File: src/verilog/spfc_pkg.sv
// Constants, register map and shared helpers of the port framer control
package spfc_pkg;

  // Register offsets, byte wide on the register port
  localparam logic [7:0] ADDR_RX_FRAMING = 8'hA5;
  localparam logic [7:0] ADDR_RX_FILTER  = 8'hA6;
  localparam logic [7:0] ADDR_RX_LOCK    = 8'hA7;
  localparam logic [7:0] ADDR_RX_ALIGNER = 8'hA8;
  localparam logic [7:0] ADDR_TX_FRAMING = 8'hA9;
  localparam logic [7:0] ADDR_TX_STATUS  = 8'hAA;
  localparam logic [7:0] ADDR_PAR_COUNT  = 8'hB0;

  // Reset value and writable bits of the control registers
  localparam logic [7:0] REG_RESET = 8'h00;
  localparam logic [7:0] RFC_MASK  = 8'h7F;
  localparam logic [7:0] RFL_MASK  = 8'h09;
  localparam logic [7:0] TFC_MASK  = 8'hEF;

  // Receive framing control fields
  localparam int RFC_RELOCK  = 0;
  localparam int RFC_FRAME   = 1;
  localparam int RFC_PATH_LO = 2;
  localparam int RFC_PATH_HI = 3;
  localparam int RFC_BYPASS  = 4;
  localparam int RFC_HALT    = 5;
  localparam int RFC_PAR_EN  = 6;

  // Receive filter control fields
  localparam int RFL_OH_ONLY  = 0;
  localparam int RFL_PASS_ALL = 3;

  // Transmit framing config fields
  localparam int TFC_PTR     = 0;
  localparam int TFC_TEST    = 1;
  localparam int TFC_FRAME   = 2;
  localparam int TFC_SCR     = 3;
  localparam int TFC_SYNC    = 5;
  localparam int TFC_TYPE_LO = 6;
  localparam int TFC_TYPE_HI = 7;

  // Receive rate select and data path codes
  localparam logic [1:0] RATE_OC48 = 2'h0;
  localparam logic [1:0] RATE_GBE  = 2'h1;
  localparam logic [1:0] RATE_OC12 = 2'h2;
  localparam logic [1:0] RATE_OC3  = 2'h3;
  localparam logic [1:0] PATH_FIFO = 2'h1;

  // Frame geometry and overhead bytes
  localparam logic [6:0] ROW_BYTES = 7'h5A;
  localparam logic [3:0] ROWS      = 4'h9;
  localparam logic [6:0] OH_COLS   = 7'h03;
  localparam logic [6:0] A1_COL    = 7'h00;
  localparam logic [6:0] A2_COL    = 7'h01;
  localparam logic [3:0] ROW_FIRST = 4'h0;
  localparam logic [3:0] B1_ROW    = 4'h1;
  localparam logic [3:0] PTR_ROW   = 4'h3;
  localparam logic [7:0] A1        = 8'hF6;
  localparam logic [7:0] A2        = 8'h28;
  localparam logic [7:0] H1_NORMAL = 8'h60;
  localparam logic [7:0] H1_NDF    = 8'h90;
  localparam logic [7:0] H2_ZERO   = 8'h00;
  localparam logic [7:0] OH_FILL   = 8'h00;

  // Aligner thresholds, scrambler seed, counter ceiling
  localparam logic [1:0] HITS_TO_LOCK = 2'h3;
  localparam logic [1:0] MISS_TO_DROP = 2'h3;
  localparam logic [6:0] SCR_SEED     = 7'h7F;
  localparam logic [7:0] PAR_MAX      = 8'hFF;

  // Next byte position inside the frame, as {row, col}
  function automatic logic [10:0] pos_next(input logic [3:0] row,
                                           input logic [6:0] col);
    if (col != ROW_BYTES - 7'h01) begin
      return {row, col + 7'h01};
    end
    if (row == ROWS - 4'h1) begin
      return {ROW_FIRST, A1_COL};
    end
    return {row + 4'h1, A1_COL};
  endfunction

  // Byte sits in the first-row overhead, which is never scrambled
  function automatic logic in_row0_oh(input logic [3:0] row,
                                      input logic [6:0] col);
    return (row == ROW_FIRST) && (col < OH_COLS);
  endfunction

  // Eight steps of the 1 + x^6 + x^7 scrambler, as {key, next state}
  function automatic logic [14:0] scr_step(input logic [6:0] s);
    logic [6:0] st;
    logic [7:0] k;
    st = s;
    k  = 8'h00;
    for (int i = 7; i >= 0; i--) begin
      k[i] = st[6];
      st   = {st[5:0], st[6] ^ st[5]};
    end
    return {k, st};
  endfunction

  // Number of set bits in a byte
  function automatic logic [3:0] ones(input logic [7:0] v);
    logic [3:0] n;
    n = 4'h0;
    for (int i = 0; i < 8; i++) begin
      n = n + {3'h0, v[i]};
    end
    return n;
  endfunction

endpackage

File: src/verilog/spfc_aligner.sv
// Receive frame aligner: pattern search, verify, lock and position
`timescale 1ns/1ns
module spfc_aligner (
  // Clock and reset
  input  wire logic       i_clock,
  input  wire logic       i_rst,
  // Received byte stream
  input  wire logic       i_valid,
  input  wire logic [7:0] i_data,
  // Hold in search while high
  input  wire logic       i_relock,
  // Aligner status
  output logic            o_locked,
  output logic            o_found,
  output logic [1:0]      o_miss,
  output logic [1:0]      o_hit,
  output logic            o_byte_sync,
  output logic            o_bit_sync,
  // Position of the byte now on i_data
  output logic [3:0]      o_row,
  output logic [6:0]      o_col
);

  typedef enum logic [1:0] {AL_SEARCH, AL_VERIFY, AL_LOCKED} spfc_align_e;

  typedef struct packed {
    spfc_align_e state;
    logic [3:0]  row;
    logic [6:0]  col;
    logic [7:0]  prev;
    logic [1:0]  hit;
    logic [1:0]  miss;
    logic        found;
    logic        byte_sync;
    logic        bit_sync;
  } spfc_align_s;

  localparam spfc_align_s ALIGN_RST = '{state: AL_SEARCH, default: '0};

  spfc_align_s r;
  spfc_align_s n;
  logic        pat;
  logic        at_check;
  logic [3:0]  prow;
  logic [6:0]  pcol;

  // Search, then check the pattern once per frame until lock or loss
  always_comb begin
    n        = r;
    pat      = (r.prev == spfc_pkg::A1) && (i_data == spfc_pkg::A2);
    at_check = (r.row == spfc_pkg::ROW_FIRST) && (r.col == spfc_pkg::A2_COL);
    {prow, pcol} = spfc_pkg::pos_next(r.row, r.col);
    if (i_relock) begin
      n = ALIGN_RST;
    end else if (i_valid) begin
      n.prev = i_data;
      n.row  = prow;
      n.col  = pcol;
      if (i_data == spfc_pkg::A1) begin
        n.bit_sync = 1'b1;
      end
      if (pat) begin
        n.byte_sync = 1'b1;
      end
      case (r.state)
        AL_SEARCH: begin
          if (pat) begin
            n.state = AL_VERIFY;
            n.row   = spfc_pkg::ROW_FIRST;
            n.col   = spfc_pkg::A2_COL + 7'h01;
            n.hit   = 2'h1;
            n.miss  = 2'h0;
            n.found = 1'b1;
          end
        end
        AL_VERIFY, AL_LOCKED: begin
          if (at_check && pat) begin
            n.found = 1'b1;
            n.miss  = 2'h0;
            if (r.hit != spfc_pkg::HITS_TO_LOCK) begin
              n.hit = r.hit + 2'h1;
            end
            if (r.hit == spfc_pkg::HITS_TO_LOCK - 2'h1) begin
              n.state = AL_LOCKED;
            end
          end else if (at_check) begin
            n.found = 1'b0;
            n.hit   = 2'h0;
            if (r.miss != spfc_pkg::MISS_TO_DROP) begin
              n.miss = r.miss + 2'h1;
            end
            // One miss aborts a verify; a lock needs repeated misses
            if (r.state == AL_VERIFY ||
                r.miss == spfc_pkg::MISS_TO_DROP - 2'h1) begin
              n.state = AL_SEARCH;
            end
          end
        end
        default: n.state = AL_SEARCH;
      endcase
    end
  end

  // State register
  always_ff @(posedge i_clock or posedge i_rst) begin
    if (i_rst) begin
      r <= ALIGN_RST;
    end else begin
      r <= n;
    end
  end

  // Status taps
  assign o_locked    = (r.state == AL_LOCKED);
  assign o_found     = r.found;
  assign o_miss      = r.miss;
  assign o_hit       = r.hit;
  assign o_byte_sync = r.byte_sync;
  assign o_bit_sync  = r.bit_sync;
  assign o_row       = r.row;
  assign o_col       = r.col;

endmodule

File: src/verilog/spfc_top.sv
// Port framer control: registers, receive acquisition, transmit framer
//
// Operation
// - Parity errors counted while enabled, else zero
// - Overflow with halt bit stops acquisition
// - Bypass stops descrambling, only when framed
// - Ethernet: bypass bit disables line decoder
// - Path field: direct, through FIFO, test
// - Framing on: acquire locked, descrambled; else raw
// - Ethernet: frame enable bit aligns data
// - Relock bit high then low: drop, relock
// - Ethernet: pass idles and command symbols
// - Overhead only: capture overhead, drop payload
// - Lock in status bit 0, aligner bit 7
// - Read-only pattern found flag
// - Two-bit mismatch and match tallies
// - Byte sync and bit sync flags
// - Sync trigger bit starts trigger output
// - Scramble transmit data when frame detected
// - Local framing with BIP, host payload only
// - Test bit sends test data instead
// - Pointer bit low then high: pointer reset
// - Transmit framed flag when frame seen
// - Rate select codes OC48, GbE, OC12, OC3
`timescale 1ns/1ns
module spfc_top (
  // Clock and reset
  input  wire logic       I_CLOCK,
  input  wire logic       I_RST,
  // Register port
  input  wire logic [7:0] I_ADDR,
  input  wire logic [7:0] I_WDATA,
  input  wire logic       I_WR,
  input  wire logic       I_RD,
  output logic [7:0]      O_RDATA,
  // Line rate setting from the line configuration
  input  wire logic [1:0] I_RATE_SELECT,
  // Received line bytes
  input  wire logic       I_RX_VALID,
  input  wire logic [7:0] I_RX_DATA,
  // Acquisition side
  input  wire logic       I_FIFO_OVERFLOW,
  output logic            O_ACQ_VALID,
  output logic [7:0]      O_ACQ_DATA,
  output logic            O_ACQ_VIA_FIFO,
  output logic            O_ACQ_TEST,
  // Ethernet receive controls
  output logic            O_DECODER_BYPASS,
  output logic            O_ETH_ALIGN,
  output logic            O_PASS_ALL,
  // Transmit host data
  input  wire logic       I_TX_VALID,
  input  wire logic [7:0] I_TX_DATA,
  output logic            O_TX_READY,
  // Transmit line side
  output logic            O_TX_VALID,
  output logic [7:0]      O_TX_DATA,
  output logic [1:0]      O_TX_FRAME_TYPE,
  output logic            O_TX_SYNC_TRIGGER,
  output logic            O_PTR_RESET_CMD
);

  typedef struct packed {
    logic [7:0] rx_ctl;
    logic [7:0] rx_flt;
    logic [7:0] tx_cfg;
    logic [7:0] rdata;
    logic [7:0] par_cnt;
    logic       halted;
    logic [6:0] rx_scr;
    logic [7:0] rx_bip;
    logic [7:0] rx_bip_prev;
    logic       acq_valid;
    logic [7:0] acq_data;
    logic [7:0] rx_test;
    logic [3:0] tx_row;
    logic [6:0] tx_col;
    logic [6:0] tx_scr;
    logic [7:0] tx_bip;
    logic [7:0] tx_bip_prev;
    logic [7:0] tx_prev;
    logic [7:0] tx_test;
    logic [7:0] tx_data;
    logic       tx_valid;
    logic       tx_framed;
    logic       ptr_pend;
    logic       sync_pulse;
    logic       ptr_pulse;
  } spfc_state_s;

  spfc_state_s r;
  spfc_state_s n;

  // Aligner taps
  logic       al_locked;
  logic       al_found;
  logic [1:0] al_miss;
  logic [1:0] al_hit;
  logic       al_byte_sync;
  logic       al_bit_sync;
  logic [3:0] al_row;
  logic [6:0] al_col;

  // Working terms of the combinational process
  logic       is_eth;
  logic       frame_en;
  logic       rx_oh;
  logic       rx_descr;
  logic [7:0] rx_key;
  logic [6:0] rx_scr_n;
  logic [7:0] rx_byte;
  logic [3:0] b1_err;
  logic [8:0] par_sum;
  logic       rx_take;
  logic [7:0] tx_key;
  logic [6:0] tx_scr_n;
  logic [3:0] tx_nrow;
  logic [6:0] tx_ncol;
  logic       tx_local;
  logic       tx_test_on;
  logic       tx_step;
  logic       tx_pat;
  logic       tx_scr_on;
  logic [7:0] tx_raw;
  logic [7:0] tx_out;
  logic       tx_ready;

  spfc_aligner u_aligner (
    .i_clock     (I_CLOCK),
    .i_rst       (I_RST),
    .i_valid     (I_RX_VALID),
    .i_data      (I_RX_DATA),
    .i_relock    (r.rx_ctl[spfc_pkg::RFC_RELOCK]),
    .o_locked    (al_locked),
    .o_found     (al_found),
    .o_miss      (al_miss),
    .o_hit       (al_hit),
    .o_byte_sync (al_byte_sync),
    .o_bit_sync  (al_bit_sync),
    .o_row       (al_row),
    .o_col       (al_col)
  );

  // Mode decode; gigabit ethernet reuses framing bits for the decoder
  assign is_eth   = (I_RATE_SELECT == spfc_pkg::RATE_GBE);
  assign frame_en = r.rx_ctl[spfc_pkg::RFC_FRAME] && !is_eth;
  assign tx_local   = r.tx_cfg[spfc_pkg::TFC_FRAME];
  assign tx_test_on = r.tx_cfg[spfc_pkg::TFC_TEST];
  // Local framing takes host bytes only in payload columns
  assign tx_ready = !tx_test_on &&
                    (!tx_local || (r.tx_col >= spfc_pkg::OH_COLS));

  // Next state of the whole block
  always_comb begin
    n            = r;
    n.rdata      = spfc_pkg::REG_RESET;
    n.sync_pulse = 1'b0;
    n.ptr_pulse  = 1'b0;
    n.acq_valid  = 1'b0;

    // Register writes; reserved bits never stick
    if (I_WR) begin
      case (I_ADDR)
        spfc_pkg::ADDR_RX_FRAMING: n.rx_ctl = I_WDATA & spfc_pkg::RFC_MASK;
        spfc_pkg::ADDR_RX_FILTER:  n.rx_flt = I_WDATA & spfc_pkg::RFL_MASK;
        spfc_pkg::ADDR_TX_FRAMING: begin
          n.tx_cfg     = I_WDATA & spfc_pkg::TFC_MASK;
          n.sync_pulse = I_WDATA[spfc_pkg::TFC_SYNC] &&
                         !r.tx_cfg[spfc_pkg::TFC_SYNC];
          n.ptr_pulse  = I_WDATA[spfc_pkg::TFC_PTR] &&
                         !r.tx_cfg[spfc_pkg::TFC_PTR];
        end
        default: ;
      endcase
    end

    // Register reads, answered in the next cycle
    if (I_RD) begin
      case (I_ADDR)
        spfc_pkg::ADDR_RX_FRAMING: n.rdata = r.rx_ctl;
        spfc_pkg::ADDR_RX_FILTER:  n.rdata = r.rx_flt;
        spfc_pkg::ADDR_RX_LOCK:    n.rdata = {7'h00, al_locked};
        spfc_pkg::ADDR_RX_ALIGNER:
          n.rdata = {al_locked, al_found, al_miss, al_hit,
                     al_byte_sync, al_bit_sync};
        spfc_pkg::ADDR_TX_FRAMING: n.rdata = r.tx_cfg;
        spfc_pkg::ADDR_TX_STATUS:  n.rdata = {7'h00, r.tx_framed};
        spfc_pkg::ADDR_PAR_COUNT:  n.rdata = r.par_cnt;
        default:                   n.rdata = spfc_pkg::REG_RESET;
      endcase
    end

    // Receive descrambling of locked frames
    {rx_key, rx_scr_n} = spfc_pkg::scr_step(r.rx_scr);
    rx_oh    = spfc_pkg::in_row0_oh(al_row, al_col);
    rx_descr = frame_en && al_locked && !rx_oh &&
               !r.rx_ctl[spfc_pkg::RFC_BYPASS];
    rx_byte  = rx_descr ? (I_RX_DATA ^ rx_key) : I_RX_DATA;
    b1_err   = 4'h0;
    if (I_RX_VALID && al_locked) begin
      if (al_row == spfc_pkg::ROW_FIRST &&
          al_col == spfc_pkg::OH_COLS - 7'h01) begin
        n.rx_scr = spfc_pkg::SCR_SEED;
      end else begin
        n.rx_scr = rx_scr_n;
      end
      // Parity runs over the line bytes as received
      if (al_row == spfc_pkg::ROWS - 4'h1 &&
          al_col == spfc_pkg::ROW_BYTES - 7'h01) begin
        n.rx_bip_prev = r.rx_bip ^ I_RX_DATA;
        n.rx_bip      = 8'h00;
      end else begin
        n.rx_bip = r.rx_bip ^ I_RX_DATA;
      end
      if (frame_en && al_row == spfc_pkg::B1_ROW &&
          al_col == spfc_pkg::A1_COL) begin
        b1_err = spfc_pkg::ones(rx_byte ^ r.rx_bip_prev);
      end
    end

    // Parity error counter, saturating
    par_sum = {1'b0, r.par_cnt} + {5'h00, b1_err};
    if (!r.rx_ctl[spfc_pkg::RFC_PAR_EN]) begin
      n.par_cnt = 8'h00;
    end else if (par_sum[8]) begin
      n.par_cnt = spfc_pkg::PAR_MAX;
    end else begin
      n.par_cnt = par_sum[7:0];
    end

    // Halt clears with its enable or a relock; a new overflow wins
    if (!n.rx_ctl[spfc_pkg::RFC_HALT] ||
        n.rx_ctl[spfc_pkg::RFC_RELOCK]) begin
      n.halted = 1'b0;
    end
    if (r.rx_ctl[spfc_pkg::RFC_HALT] && I_FIFO_OVERFLOW) begin
      n.halted = 1'b1;
    end

    // Acquisition gate; overhead filter only means something when framed
    rx_take = I_RX_VALID && !r.halted && (!frame_en || al_locked);
    if (frame_en && r.rx_flt[spfc_pkg::RFL_OH_ONLY] &&
        al_col >= spfc_pkg::OH_COLS) begin
      rx_take = 1'b0;
    end
    if (r.rx_ctl[spfc_pkg::RFC_PATH_HI]) begin
      n.acq_valid = !r.halted;
      n.acq_data  = r.rx_test;
      n.rx_test   = r.rx_test + 8'h01;
    end else if (rx_take) begin
      n.acq_valid = 1'b1;
      n.acq_data  = rx_byte;
    end

    // Transmit: test data, local framing or host passthrough
    {tx_key, tx_scr_n} = spfc_pkg::scr_step(r.tx_scr);
    {tx_nrow, tx_ncol} = spfc_pkg::pos_next(r.tx_row, r.tx_col);
    tx_step = tx_test_on || tx_local || I_TX_VALID;
    tx_raw  = I_TX_DATA;
    if (tx_test_on) begin
      tx_raw    = r.tx_test;
      n.tx_test = r.tx_test + 8'h01;
    end else if (tx_local && r.tx_col < spfc_pkg::OH_COLS) begin
      tx_raw = spfc_pkg::OH_FILL;
      if (r.tx_row == spfc_pkg::ROW_FIRST &&
          r.tx_col == spfc_pkg::A1_COL) begin
        tx_raw = spfc_pkg::A1;
      end else if (r.tx_row == spfc_pkg::ROW_FIRST) begin
        tx_raw = (r.tx_col == spfc_pkg::A2_COL) ? spfc_pkg::A2 :
                                                  spfc_pkg::OH_FILL;
      end else if (r.tx_row == spfc_pkg::B1_ROW &&
                   r.tx_col == spfc_pkg::A1_COL) begin
        tx_raw = r.tx_bip_prev;
      end else if (r.tx_row == spfc_pkg::PTR_ROW &&
                   r.tx_col == spfc_pkg::A1_COL) begin
        tx_raw = r.ptr_pend ? spfc_pkg::H1_NDF :
                              spfc_pkg::H1_NORMAL;
        n.ptr_pend = 1'b0;
      end else if (r.tx_row == spfc_pkg::PTR_ROW &&
                   r.tx_col == spfc_pkg::A2_COL) begin
        tx_raw = spfc_pkg::H2_ZERO;
      end
    end else if (!I_TX_VALID) begin
      tx_raw = spfc_pkg::OH_FILL;
    end

    // Frame detection in outgoing data keeps the position in step
    tx_pat = (r.tx_prev == spfc_pkg::A1) && (tx_raw == spfc_pkg::A2);
    if (tx_step) begin
      n.tx_prev = tx_raw;
      n.tx_row  = tx_nrow;
      n.tx_col  = tx_ncol;
      if (tx_local) begin
        n.tx_framed = 1'b1;
      end else if (tx_pat) begin
        n.tx_framed = 1'b1;
        n.tx_row    = spfc_pkg::ROW_FIRST;
        n.tx_col    = spfc_pkg::A2_COL + 7'h01;
      end else if (r.tx_row == spfc_pkg::ROW_FIRST &&
                   r.tx_col == spfc_pkg::A2_COL) begin
        n.tx_framed = 1'b0;
      end
    end

    // Scrambling, first-row overhead left clear for the far aligner
    tx_scr_on = r.tx_cfg[spfc_pkg::TFC_SCR] && !tx_test_on &&
                (tx_local || r.tx_framed) &&
                !spfc_pkg::in_row0_oh(r.tx_row, r.tx_col);
    tx_out = tx_scr_on ? (tx_raw ^ tx_key) : tx_raw;
    if (tx_step) begin
      if (r.tx_row == spfc_pkg::ROW_FIRST &&
          r.tx_col == spfc_pkg::OH_COLS - 7'h01) begin
        n.tx_scr = spfc_pkg::SCR_SEED;
      end else begin
        n.tx_scr = tx_scr_n;
      end
      // Parity of this frame goes out in the next frame
      if (r.tx_row == spfc_pkg::ROWS - 4'h1 &&
          r.tx_col == spfc_pkg::ROW_BYTES - 7'h01) begin
        n.tx_bip_prev = r.tx_bip ^ tx_out;
        n.tx_bip      = 8'h00;
      end else begin
        n.tx_bip = r.tx_bip ^ tx_out;
      end
    end
    n.tx_data  = tx_out;
    n.tx_valid = tx_step;

    // A fresh command request wins over the one just sent
    if (n.ptr_pulse) begin
      n.ptr_pend = 1'b1;
    end
  end

  // State register
  always_ff @(posedge I_CLOCK or posedge I_RST) begin
    if (I_RST) begin
      r <= '0;
    end else begin
      r <= n;
    end
  end

  // Outputs
  assign O_RDATA           = r.rdata;
  assign O_ACQ_VALID       = r.acq_valid;
  assign O_ACQ_DATA        = r.acq_data;
  assign O_ACQ_VIA_FIFO    = (r.rx_ctl[spfc_pkg::RFC_PATH_HI:
                              spfc_pkg::RFC_PATH_LO] ==
                              spfc_pkg::PATH_FIFO);
  assign O_ACQ_TEST        = r.rx_ctl[spfc_pkg::RFC_PATH_HI];
  assign O_DECODER_BYPASS  = is_eth &&
                             r.rx_ctl[spfc_pkg::RFC_BYPASS];
  assign O_ETH_ALIGN       = is_eth &&
                             r.rx_ctl[spfc_pkg::RFC_FRAME];
  assign O_PASS_ALL        = is_eth &&
                             r.rx_flt[spfc_pkg::RFL_PASS_ALL];
  assign O_TX_READY        = tx_ready;
  assign O_TX_VALID        = r.tx_valid;
  assign O_TX_DATA         = r.tx_data;
  assign O_TX_FRAME_TYPE   = r.tx_cfg[spfc_pkg::TFC_TYPE_HI:
                                      spfc_pkg::TFC_TYPE_LO];
  assign O_TX_SYNC_TRIGGER = r.sync_pulse;
  assign O_PTR_RESET_CMD   = r.ptr_pulse;

endmodule

File: config.mk
export PLATFORM = sky130hd
export DESIGN_NAME = spfc_top
export DESIGN_NICKNAME = d
export VERILOG_FILES = /design/src/verilog/spfc_pkg.sv /design/src/verilog/spfc_aligner.sv /design/src/verilog/spfc_top.sv
export SDC_FILE = /design/constraint.sdc
export NUM_CORES = 1
export LEC_CHECK = 0
export ABC_AREA = 1
export ABC_CLOCK_PERIOD_IN_PS = 7600
export BUFFER_PORTS_ARGS = -buffer_cell sky130_fd_sc_hd__buf_2
export CORE_UTILIZATION = 45
export CTS_CLUSTER_DIAMETER = 30
export DETAILED_ROUTE_END_ITERATION = 7
export PLACE_DENSITY = 0.59
export SLEW_MARGIN = 40
export SYNTH_ARGS = -nofsm -noshare
export SYNTH_HDL_FRONTEND = slang
export SYNTH_SLANG_ARGS = --single-unit
File: constraint.sdc
create_clock -name I_CLOCK -period 7.6 [get_ports I_CLOCK]
set_clock_uncertainty 0.15 [all_clocks]
set_input_delay 1.14 -clock I_CLOCK [delete_from_list [all_inputs] [get_ports I_CLOCK]]
set_output_delay 1.14 -clock I_CLOCK [all_outputs]
set_load 0.02 [all_outputs]
==> impl_results.md, run 1 <==
* Setup violators final at 0
* Tcrit/Tclk final at 0.8118
* Max cap viols at 0
* Worst EP arrival at between 6000 and 7000 ps
* Synthesis warning total at 0
* Drt drc at 0
* Status: finished clean
* Cell taking the most area after synthesis: dfrtp_1
* HP Class: register to register
* Crit-path most repeated cell: inv_1
* Internal at 1.630 mW
* Rows at 52
* Worst R2R End: r[111]
* Slowest-stage cell, CP: fa_1
* CTS tree: built
* Max_slew headroom at 0.5323
* Hold buffers post-CTS at 0
* WHS at 324.7 ps
* IO buf count at 76
* Post-layout util at 0.5087
* Setup tns final at 0 ps
* Slew at the pin closest to its max-slew limit at ~700 ps
* Final WL at roughly 22000 um
* Post-CTS Setup Inserts at 0
* Total Routing Usage GR at 0.2189
* Antenna violations before repair at 0
* Htree depth at 4
* Clock network power share at 0.375
* EDFF count, synth at 0
* Final Wtd Congestion at approximately 0.9
* Top FF cell, synth: dfrtp_1
* Cells after Synth at between 1k and 1.5k
* Max Transition Viols Final at 0
* Post-synthesis sequential area ratio at 0.4450
* Max VDD drop at between 100 and 150 uV
* Worst-case hold path end point: r[70]
* Core footprint at about 20000 um2
* DRT Pass-1 Iters at 5
* Post-CTS sizing at 0
* Final net count at roughly 1.3k
* Total number of vias at between 7k and 8k
* Largest net degree at the start of global routing at slightly above 90
* CP endpoint kind: register
* Ports at 77
* Worst skew pair latency at 430 ps
* Logic pwr share at 0.178
* DR iter-0 viols at 388
* DR WL/cell at 14.70 um
* Power per Cell Area at around 230 nW/um2
* Worst Path Max Fanout at 8
* Mapped Area at about 9200 um2
* Switching share of power at 0.3039
* Commonest non-fill, non-tap cell in the layout: nand2_1
* Min Tclk post-route at about 6200 ps
* CTS clock-pin slew for the worst setup and hold paths at ~70 ps
* Static Leak at ~5.3 nW
* Starting Density at 0.4573
* Synth unique cells at 45
* Die Width at between 100 and 150 um
* Final hold vios at 0
* Sequential Power Share at 0.447
* Gr ovfl total at 0
* Asr flop ratio synth at 1.000
* Psw at slightly above 700 uW
* Worst Path Buf+Inv at 7
* Die ar. at approximately 21000 um2
* Final ANT Viol Nets at 0
* Clk root buf: clkbuf_16
* Top cells by area, synth: dfrtp_1 44%, nand2_1 11%, inv_1 6.7%
* CP top delay family: adder cells
* Share of cells above drive strength 1 at 0.1158
* R2R setup slack at around 1700 ps
* Post-synth top area share at 0.4450
* Cell depth of the worst min-delay path at 1
* Synth-to-layout area growth at 11.26%
* Critical path type: input port to register
* Antenna Cells at 0
* R2R Path Start: u_aligner.o_row[0]
* Most frequent cells in the layout: 272 x nand2_1, 164 x dfrtp_1, 164 x inv_1
* Clock sink count at approximately 160
* CP Launch Type: input port
* Cts bufs inserted at 17
* Yosys reg bits at around 160
* FF-to-FF path depth at 25
* Fmax at around 0.16 GHz
* Number of global-route vias before repair at about 7k
* Post-synth net total at 1223
* Die H at about 150 um
* First-pass GRT wire length at 36450 um
* Syn Area/Cell at 8.048 um2
* RSZ-0062 raised after global routing: no
* Peak per-stage delay on the critical path at 530 ps
* Critical path required time at approximately 8000 ps
* DP HPWL at ~17000 um
* Hold path startpoint: r[70]
* Worst-case clock buffer depth at 2
* Via density at 4.966
routing by layer:
layer | part of all wire | GRT usage | up-vias
met3 | 0.041 | 0.04057 | 16
met1 | 0.47 | 0.2961 | 3437
met5 | 0 | 0 | -
met2 | 0.48 | 0.3606 | 124
met4 | 0.010 | 0.05684 | 0
li1 | - | - | 3767
layout make-up:
class / instances / area (um2)
Timing Repair Buffer: 79 / 406.6
Tap cell: 270 / 337.8
Clock inverter: 12 / 155.1
Fill cell: 1959 / 9908
Inverter: 172 / 653.1
Sequential cell: 164 / 4104
Multi-Input combinational cell: 762 / 4168
Clock buffer: 20 / 436.7
power groups by stage:
stage	sequential [mW]	clock (mW)	combinational, mW
3_5_place_dp	1.06	0	0.419
5_1_grt	1.06	0.937	0.484
2_1_floorplan	1.03	0	0.358
6_report	1.05	0.877	0.417
4_1_cts	1.05	0.898	0.422
3_3_place_gp	1.06	0	0.414
synthesized netlist by cell type, drive strengths merged, types with 7 or more instances:
cell    count
a21oi      49
buf        34
clkbuf     14
dfrtp     164
ha         31
inv       169
nand2     278
nand3      89
nand4      19
nor2       88
nor3       21
o211ai      7
o21ai      54
o22ai      12
o31ai       8
xnor2      27
xor2       33
metrics by stage:
step                      power [mW]  area, um2  cells  setup slack, ps
after floorplan                1.388       9223   1146             1667
after global placement         1.475       9661   1447             1157
after detailed placement       1.481       9664   1447             1063
after CTS                      2.368      10260   1479             1452
after global routing           2.482      10260   1479             1059
final                          2.341      10260   1479             1431
registers in the layout, indices dropped and copies added, names as in the netlist:
name / count
O_RDATA: 8
u_aligner.o_row: 4
u_aligner.o_col: 7
u_aligner.o_miss: 2
u_aligner.o_hit: 2
u_aligner.o_bit_sync: 1
O_TX_FRAME_TYPE: 2
O_PTR_RESET_CMD: 1
O_TX_SYNC_TRIGGER: 1
O_TX_VALID: 1
O_ACQ_DATA: 8
u_aligner.o_byte_sync: 1
u_aligner.r: 10
O_TX_DATA: 8
O_ACQ_VALID: 1
u_aligner.o_found: 1
O_ACQ_TEST: 1
r: 105
worst register-to-register path, stage by stage, from the launching register on:
cell and delay, ps:
dfrtp_1 400, inv_1 100, ha_1 220, nand4_1 90, inv_1 70, nand2_1 70, nand4_1 280, nor2_1 250
xor2_1 280, xor2_1 140, fa_1 520, inv_1 50, fa_1 530, inv_1 60, fa_1 520, inv_1 40
ha_1 210, fa_1 380, xnor2_1 160, nor2_1 80, ha_1 350, a21o_1 140, a21oi_1 90, nor3_1 360
inv_1 140, a31oi_1 190
how the worst max path moves through the flow:
stage                     startpoint  endpoint  slack (ps)  depth (start not counted)
floorplan           I_RATE_SELECT[1]    r[109]        1670                         24
global placement    I_RATE_SELECT[1]    r[111]        1160                         25
detailed placement  I_RATE_SELECT[1]    r[111]        1060                         25
global route        I_RATE_SELECT[0]    r[111]        1060                         24
finish              I_RATE_SELECT[1]    r[111]        1430                         25
CTS                 I_RATE_SELECT[1]    r[111]        1450                         25
cells by family (layout without fill, tap and decap cells):
family | count (synthesis) | count (layout) | share of synthesized area
flops | 164 | 164 | 0.4450
buf+inv | 220 | 283 | 0.1036
simple gates | 510 | 510 | 0.2409
compound gates | 154 | 154 | 0.09809
xor+xnor | 60 | 60 | 0.05698
fa+ha+maj | 36 | 36 | 0.05291
mux | 2 | 2 | 0.002442
Power figures use the tool's default switching activity.
==> run 2, diff against run 1 <==
--- a/config.mk
+++ b/config.mk
@@ -5,8 +5,8 @@
 export SDC_FILE = /design/constraint.sdc
 export NUM_CORES = 1
 export LEC_CHECK = 0
-export ABC_AREA = 1
-export ABC_CLOCK_PERIOD_IN_PS = 7600
+export ABC_AREA = 0
+export ABC_CLOCK_PERIOD_IN_PS = 6400
 export BUFFER_PORTS_ARGS = -buffer_cell sky130_fd_sc_hd__buf_2
 export CORE_UTILIZATION = 45
 export CTS_CLUSTER_DIAMETER = 30
==> constraint.sdc (replaced) <==
create_clock -name I_CLOCK -period 6.4 [get_ports I_CLOCK]
set_clock_uncertainty 0.15 [all_clocks]
set_input_delay 0.96 -clock I_CLOCK [delete_from_list [all_inputs] [get_ports I_CLOCK]]
set_output_delay 0.96 -clock I_CLOCK [all_outputs]
set_load 0.02 [all_outputs]
==> impl_results.md, run 2 <==
* Rows at roughly 50
* WHS at ~320 ps
* Final Wtd Congestion at ~0.89
* Max cap viols at 0
* Status: finished clean
* Hold buffers post-CTS at 0
* Total number of vias at approximately 7k
* CP endpoint kind: register
* Max VDD drop at roughly 190 uV
* Post-Synth XOR/XNOR Area at 0.07341
* DP HPWL at around 15000 um
* Min Tclk post-route at about 6000 ps
* Psw at roughly 910 uW
* Max_slew headroom at 0.4521
* Sequential Power Share at 0.453
* Post-synth net total at between 1k and 1.5k
* Top FF cell, synth: dfrtp_1
* Max Transition Viols Final at 0
* Total Routing Usage GR at 0.2147
* Cell depth of the worst min-delay path at 1
* Static Leak at between 4 and 5 nW
* Pwr Total at 2.918 mW
* Clock sink count at roughly 160
* Count leader, synth: dfrtp_1
* Asr flop ratio synth at 1.000
* Logic pwr share at 0.175
* CP top delay family: adder cells
* RSZ-0062 raised after global routing: no
* CTS clock-pin slew for the worst setup and hold paths at around 70 ps
* DR WL/cell at ~17 um
* Most frequent cells in the layout: 163 x dfrtp_1, 97 x nand2_1, 84 x nor2_1
* Die H at between 100 and 150 um
* Synthesis warning total at 0
* Worst EP arrival at just over 6000 ps
* Gr ovfl total at 0
* Largest registers: r (105), u_aligner.r (10)
* Power per Cell Area at approximately 290 nW/um2
* Worst Path Buf+Inv at 4
* EDFF count, synth at 0
* Die ar. at roughly 21000 um2
* Setup violators final at 0
* Clock network power share at 0.372
* Cells after Synth at between 900 and 1k
* Largest family of logic cells by synthesized area: simple AND/OR/NAND/NOR gates
* HP Class: register to register
* First-pass GRT wire length at 34400 um
* Top cells by count, synth: 164 x dfrtp_1, 97 x nand2_1, 85 x nor2_1
* Ports at 77
* Cts bufs inserted at 17
* Biggest register: r
* Htree depth at 4
* Worst skew pair latency at roughly 430 ps
* Cell taking the most area after synthesis: dfrtp_1
* Final ANT Viol Nets at 0
* Clk root buf: clkbuf_16
* Fmax at approximately 0.17 GHz
* Final net count at ~1.1k
* Stages on the worst setup path at 21
* Crit-path most repeated cell: fa_1
* Yosys reg bits at about 160
* Antenna Cells at 0
* Compound-gate portion of the synthesized area at 0.1468
* Slew at the pin closest to its max-slew limit at just over 800 ps
* Switching share of power at 0.3103
* Worst Path Max Fanout at 12
* DRT Pass-1 Iters at 5
* Core footprint at 19720 um2
* CTS tree: built
* IO buf count at 76
* Commonest non-fill, non-tap cell in the layout: dfrtp_1
* Internal at between 2 and 2.5 mW
* Synth unique cells at between 70 and 80
* CP Launch Type: register
* Post-synthesis sequential area ratio at 0.4475
* Starting Density at 0.4651
* Post-synthesis mux area share at 0.03916
* Synth-to-layout area growth at 11.65%
* Setup tns final at 0 ps
* Syn Area/Cell at roughly 9.7 um2
* Largest net degree at the start of global routing at 99
* Final hold vios at 0
* Max reg flops at ~110
* Critical path type: register to register
* Worst-case clock buffer depth at 2
* FF-to-FF path depth at 21
* Number of global-route vias before repair at 6480
* DR iter-0 viols at 365
* Post-Synth Adder-Cell Area at 0.05321
* Tcrit/Tclk final at 0.9429
* Via density at 5.403
* Drt drc at 0
* Mapped Area at 9170 um2
* FILL cells at approximately 1.8k
* Final WL at ~21000 um
* Peak per-stage delay on the critical path at a little under 600 ps
* Post-synth top area share at 0.4475
* Slowest-stage cell, CP: or4_1
* Worst-path cell chain: or4_1 -> nor4_2 -> buf_4 -> a211oi_1 -> xnor2_1 -> xor2_1 -> fa_1 -> inv_1 -> fa_1 -> inv_1 -> fa_1 -> inv_1 -> ha_1 -> fa_1 -> and3_1 -> fa_1 -> a21o_1 -> a21oi_2 -> nor2b_1 -> and4b_1 -> nor3_1
* Antenna violations before repair at 0
* Critical path required time at roughly 6600 ps
* Top cells by area, synth: dfrtp_1 45%, xnor2_1 5.1%, ha_1 4.2%
* Share of cells above drive strength 1 at 0.1698
* Die Width at between 100 and 150 um
* Synth Area in Simple Gates at 0.1817
[run 2: cell types whose count changed after synthesis, moves of 12 or more]
cell | previous run | this run
o21ai_0 | 54 | 67
a21o_1 | 1 | 15
xnor2_1 | 27 | 53
clkbuf_1 | 14 | 28
inv_1 | 165 | 42
mux2_2 | 2 | 21
nand3_1 | 86 | 20
o22ai_1 | 12 | 0
nand2_1 | 273 | 97
[run 2: kinds of logic after synthesis]
kind of cell	after synthesis
AOI/OAI and AO/OA	210
xor gates and xnor gates	76
adders and majority gates	36
buffers and inverters	109
DFF	164
muxes	33
and+or+nand+nor	321
[run 2: routing by layer]
| layer | global-route usage | wire, um |
|---|---|---|
| met1 | 0.3027 | 10620 |
| met2 | 0.3365 | 9566 |
| met3 | 0.03784 | 735 |
| met4 | 0.06371 | 416 |
| met5 | 0 | 0 |
[run 2: path summary, 6_finish.rpt]
check,slack [ps],from,to
worst max register to register,370,u_aligner.o_col[2],r[110]
max in group asynchronous,4650,I_RST,r[3]
worst max-delay path,370,u_aligner.o_col[2],r[110]
worst min-delay path,320,r[70],r[70]
worst min register to register,320,r[70],r[70]
min in group asynchronous,500,I_RST,O_TX_VALID
[run 2: what timing repair did]
item / in CTS / in global routing
endpoints found under the hold margin: 0 / 0
endpoints found under the setup margin: 0 / 2
setup buffers: 0 / 1
resized for setup: 0 / 2
[run 2: per-stage QoR]
stage / cells / area [um2] / util / setup WS [ps]
after global routing: 1266 / 10240 / 0.5193 / 23.95
final: 1266 / 10240 / 0.5193 / 365.5
after detailed placement: 1233 / 9610 / 0.4874 / 92.25
after CTS: 1265 / 10230 / 0.5187 / 273.8
after floorplan: 949 / 9170 / - / 362.7
after global placement: 1233 / 9598 / 0.4868 / 143.1
[run 2: power by group through the flow]
stage	Clock (mW)	Sequential [mW]	Combinational (mW)
detailed placement	0	1.34	0.511
floorplan	0	1.27	0.452
finish	1.09	1.32	0.510
global route	1.14	1.34	0.581
CTS	1.11	1.32	0.514
global placement	0	1.33	0.503
[run 2: cell type report]
class / count / area [um2] / share of cell area
multi-input combinational: 676 / 4557 / 0.4451
inverter: 42 / 165.2 / 0.01613
tap: 265 / 331.6 / 0.03238
clock inverter: 15 / 191.4 / 0.01870
sequential: 164 / 4105 / 0.4010
clock buffer: 17 / 425.4 / 0.04155
timing repair buffer: 87 / 462.9 / 0.04522
==> run 3, diff against run 2 <==
--- a/config.mk
+++ b/config.mk
@@ -7,7 +7,7 @@
 export LEC_CHECK = 0
 export ABC_AREA = 0
 export ABC_CLOCK_PERIOD_IN_PS = 6400
-export BUFFER_PORTS_ARGS = -buffer_cell sky130_fd_sc_hd__buf_2
+export BUFFER_PORTS_ARGS = -buffer_cell sky130_fd_sc_hd__clkbuf_2
 export CORE_UTILIZATION = 45
 export CTS_CLUSTER_DIAMETER = 30
 export DETAILED_ROUTE_END_ITERATION = 7
==> impl_results.md, run 3 (synthesized netlist as in run 2, its figures left out) <==
* Biggest register: r
* Worst-path cell chain: or4_1 -> nor4_2 -> buf_4 -> a211oi_1 -> xnor2_1 -> xor2_1 -> fa_1 -> inv_1 -> fa_1 -> inv_1 -> fa_1 -> inv_1 -> ha_1 -> fa_1 -> and3_1 -> fa_1 -> a21o_1 -> a21oi_2 -> nor2b_1 -> and4b_1 -> nor3_1
* CTS tree: built
* Slowest-stage cell, CP: or4_1
* Core footprint at between 15000 and 20000 um2
* Cts bufs inserted at 17
* Drt drc at 0
* Cell depth of the worst min-delay path at 1
* Max VDD drop at around 180 uV
* Fmax at approximately 0.17 GHz
* HP Class: register to register
* DR iter-0 viols at 413
* Setup tns final at 0 ps
* Gr ovfl total at 0
* First-pass GRT wire length at around 35000 um
* IO buf count at 76
* CTS clock-pin slew for the worst setup and hold paths at roughly 70 ps
* Switching share of power at 0.3098
* DR WL/cell at between 15 and 20 um
* Max cap viols at 0
* Largest registers: r (105), u_aligner.r (10)
* Internal at ~2 mW
* Via density at between 5 and 6
* Worst EP arrival at just over 6000 ps
* Share of cells above drive strength 1 at 0.1701
* Clk root buf: clkbuf_16
* R2R setup slack at 380 ps
* Number of global-route vias before repair at around 6.6k
* Critical path required time at roughly 6600 ps
* Antenna Cells at 0
* Max Transition Viols Final at 0
* Psw at just under 900 uW
* RSZ-0062 raised after global routing: no
* R2R Path Start: u_aligner.o_col[2]
* Sequential Power Share at 0.459
* Tcrit/Tclk final at 0.9407
* Rows at between 50 and 60
* CP Launch Type: register
* Ports at between 70 and 80
* Commonest non-fill, non-tap cell in the layout: dfrtp_1
* DP HPWL at roughly 16000 um
* Clock network power share at 0.357
* Critical path type: register to register
* Total Routing Usage GR at 0.2206
* Worst-case hold path end point: r[70]
* Placed cell area at slightly below 10000 um2
* Final net count at 1069
* FF-to-FF path depth at 21
* Final hold vios at 0
* Status: finished clean
* Worst Path Buf+Inv at 4
* Crit-path most repeated cell: fa_1
* Area of the multi-input gates at around 4600 um2
* CP endpoint kind: register
* Starting Density at 0.4651
* Worst-case clock buffer depth at 2
* DRT Pass-1 Iters at 5
* Antenna violations before repair at 0
* Final Wtd Congestion at roughly 0.91
* CP top delay family: adder cells
* FILL cells at 1846
* Power per Cell Area at roughly 280 nW/um2
* Total number of vias at just under 7k
* Min Tclk post-route at around 6000 ps
* Max_slew headroom at 0.4676
* Worst R2R End: r[110]
* Peak per-stage delay on the critical path at 600 ps
* Most frequent cells in the layout: 164 x dfrtp_1, 97 x nand2_1, 84 x nor2_1
* Hold path startpoint: r[70]
* Final ANT Viol Nets at 0
* Max reg flops at around 110
* Clock sink count at 164
* Synth-to-layout area growth at 11.57%
* Final WL at about 22000 um
* Static Leak at about 4.7 nW
* Die Width at ~140 um
* Worst skew pair latency at approximately 430 ps
* Die H at ~140 um
* Final Cell Area at approximately 10000 um2
* Htree depth at 4
* Logic pwr share at 0.184
* Die ar. at 20950 um2
* Register cell area after layout at between 4000 and 5000 um2
* Worst Path Max Fanout at 8
* Slew at the pin closest to its max-slew limit at ~790 ps
* Setup violators final at 0
* Largest net degree at the start of global routing at slightly below 70
* Post-layout util at 0.5189
[run 3: area by class of cell]
| type | count | area share |
|---|---|---|
| inverter | 42 | 0.01590 |
| clock inverter | 13 | 0.01455 |
| multi-input combinational | 676 | 0.4454 |
| sequential | 164 | 0.4011 |
| tap | 265 | 0.03241 |
| timing repair buffer | 91 | 0.04831 |
| clock buffer | 19 | 0.04231 |
[run 3: repair_timing]
| item | 4_1_cts | 5_1_grt |
|---|---|---|
| endpoints found under the setup margin | 0 | 6 |
| buffers inserted | 0 | 3 |
| hold buffers | 0 | 0 |
| gates resized for setup | 0 | 2 |
[run 3: worst max-delay path by stage]
stage                                   from  cells after the start  endpoint
after global routing      u_aligner.o_col[2]                     23    r[111]
after CTS                 u_aligner.o_col[2]                     21    r[110]
final                     u_aligner.o_col[2]                     21    r[110]
after detailed placement    I_RATE_SELECT[1]                     21    r[110]
after global placement      I_RATE_SELECT[1]                     21    r[110]
after floorplan           u_aligner.o_col[2]                     21    r[110]
[run 3: per-layer routing]
metal  routed length (um)  vias up  track usage
li1                     -     3373            -
met1                10410     3386       0.3104
met2                 9788      154       0.3378
met3                  975       32      0.04705
met4                  393        0      0.07091
met5                    0        -            0
[run 3: power by group through the flow]
stage                     registers (mW)  logic, mW  clock network (mW)
after detailed placement            1.34      0.512                   0
after global routing                1.34      0.603                1.09
after CTS                           1.32      0.516                1.05
after floorplan                     1.27      0.452                   0
final                               1.32      0.527                1.02
after global placement              1.33      0.505                   0
[run 3: per-stage QoR]
step | power [mW] | hold WS (ps) | setup slack, ps | std cells
after detailed placement | 1.848 | 305.6 | 42.66 | 1234
final | 2.868 | 322.6 | 379.5 | 1270
after global routing | 3.033 | 338.7 | 36.13 | 1270
after CTS | 2.886 | 322.6 | 237.8 | 1266
after floorplan | 1.723 | 274.7 | 362.7 | 949
after global placement | 1.838 | 304.6 | 148.0 | 1234
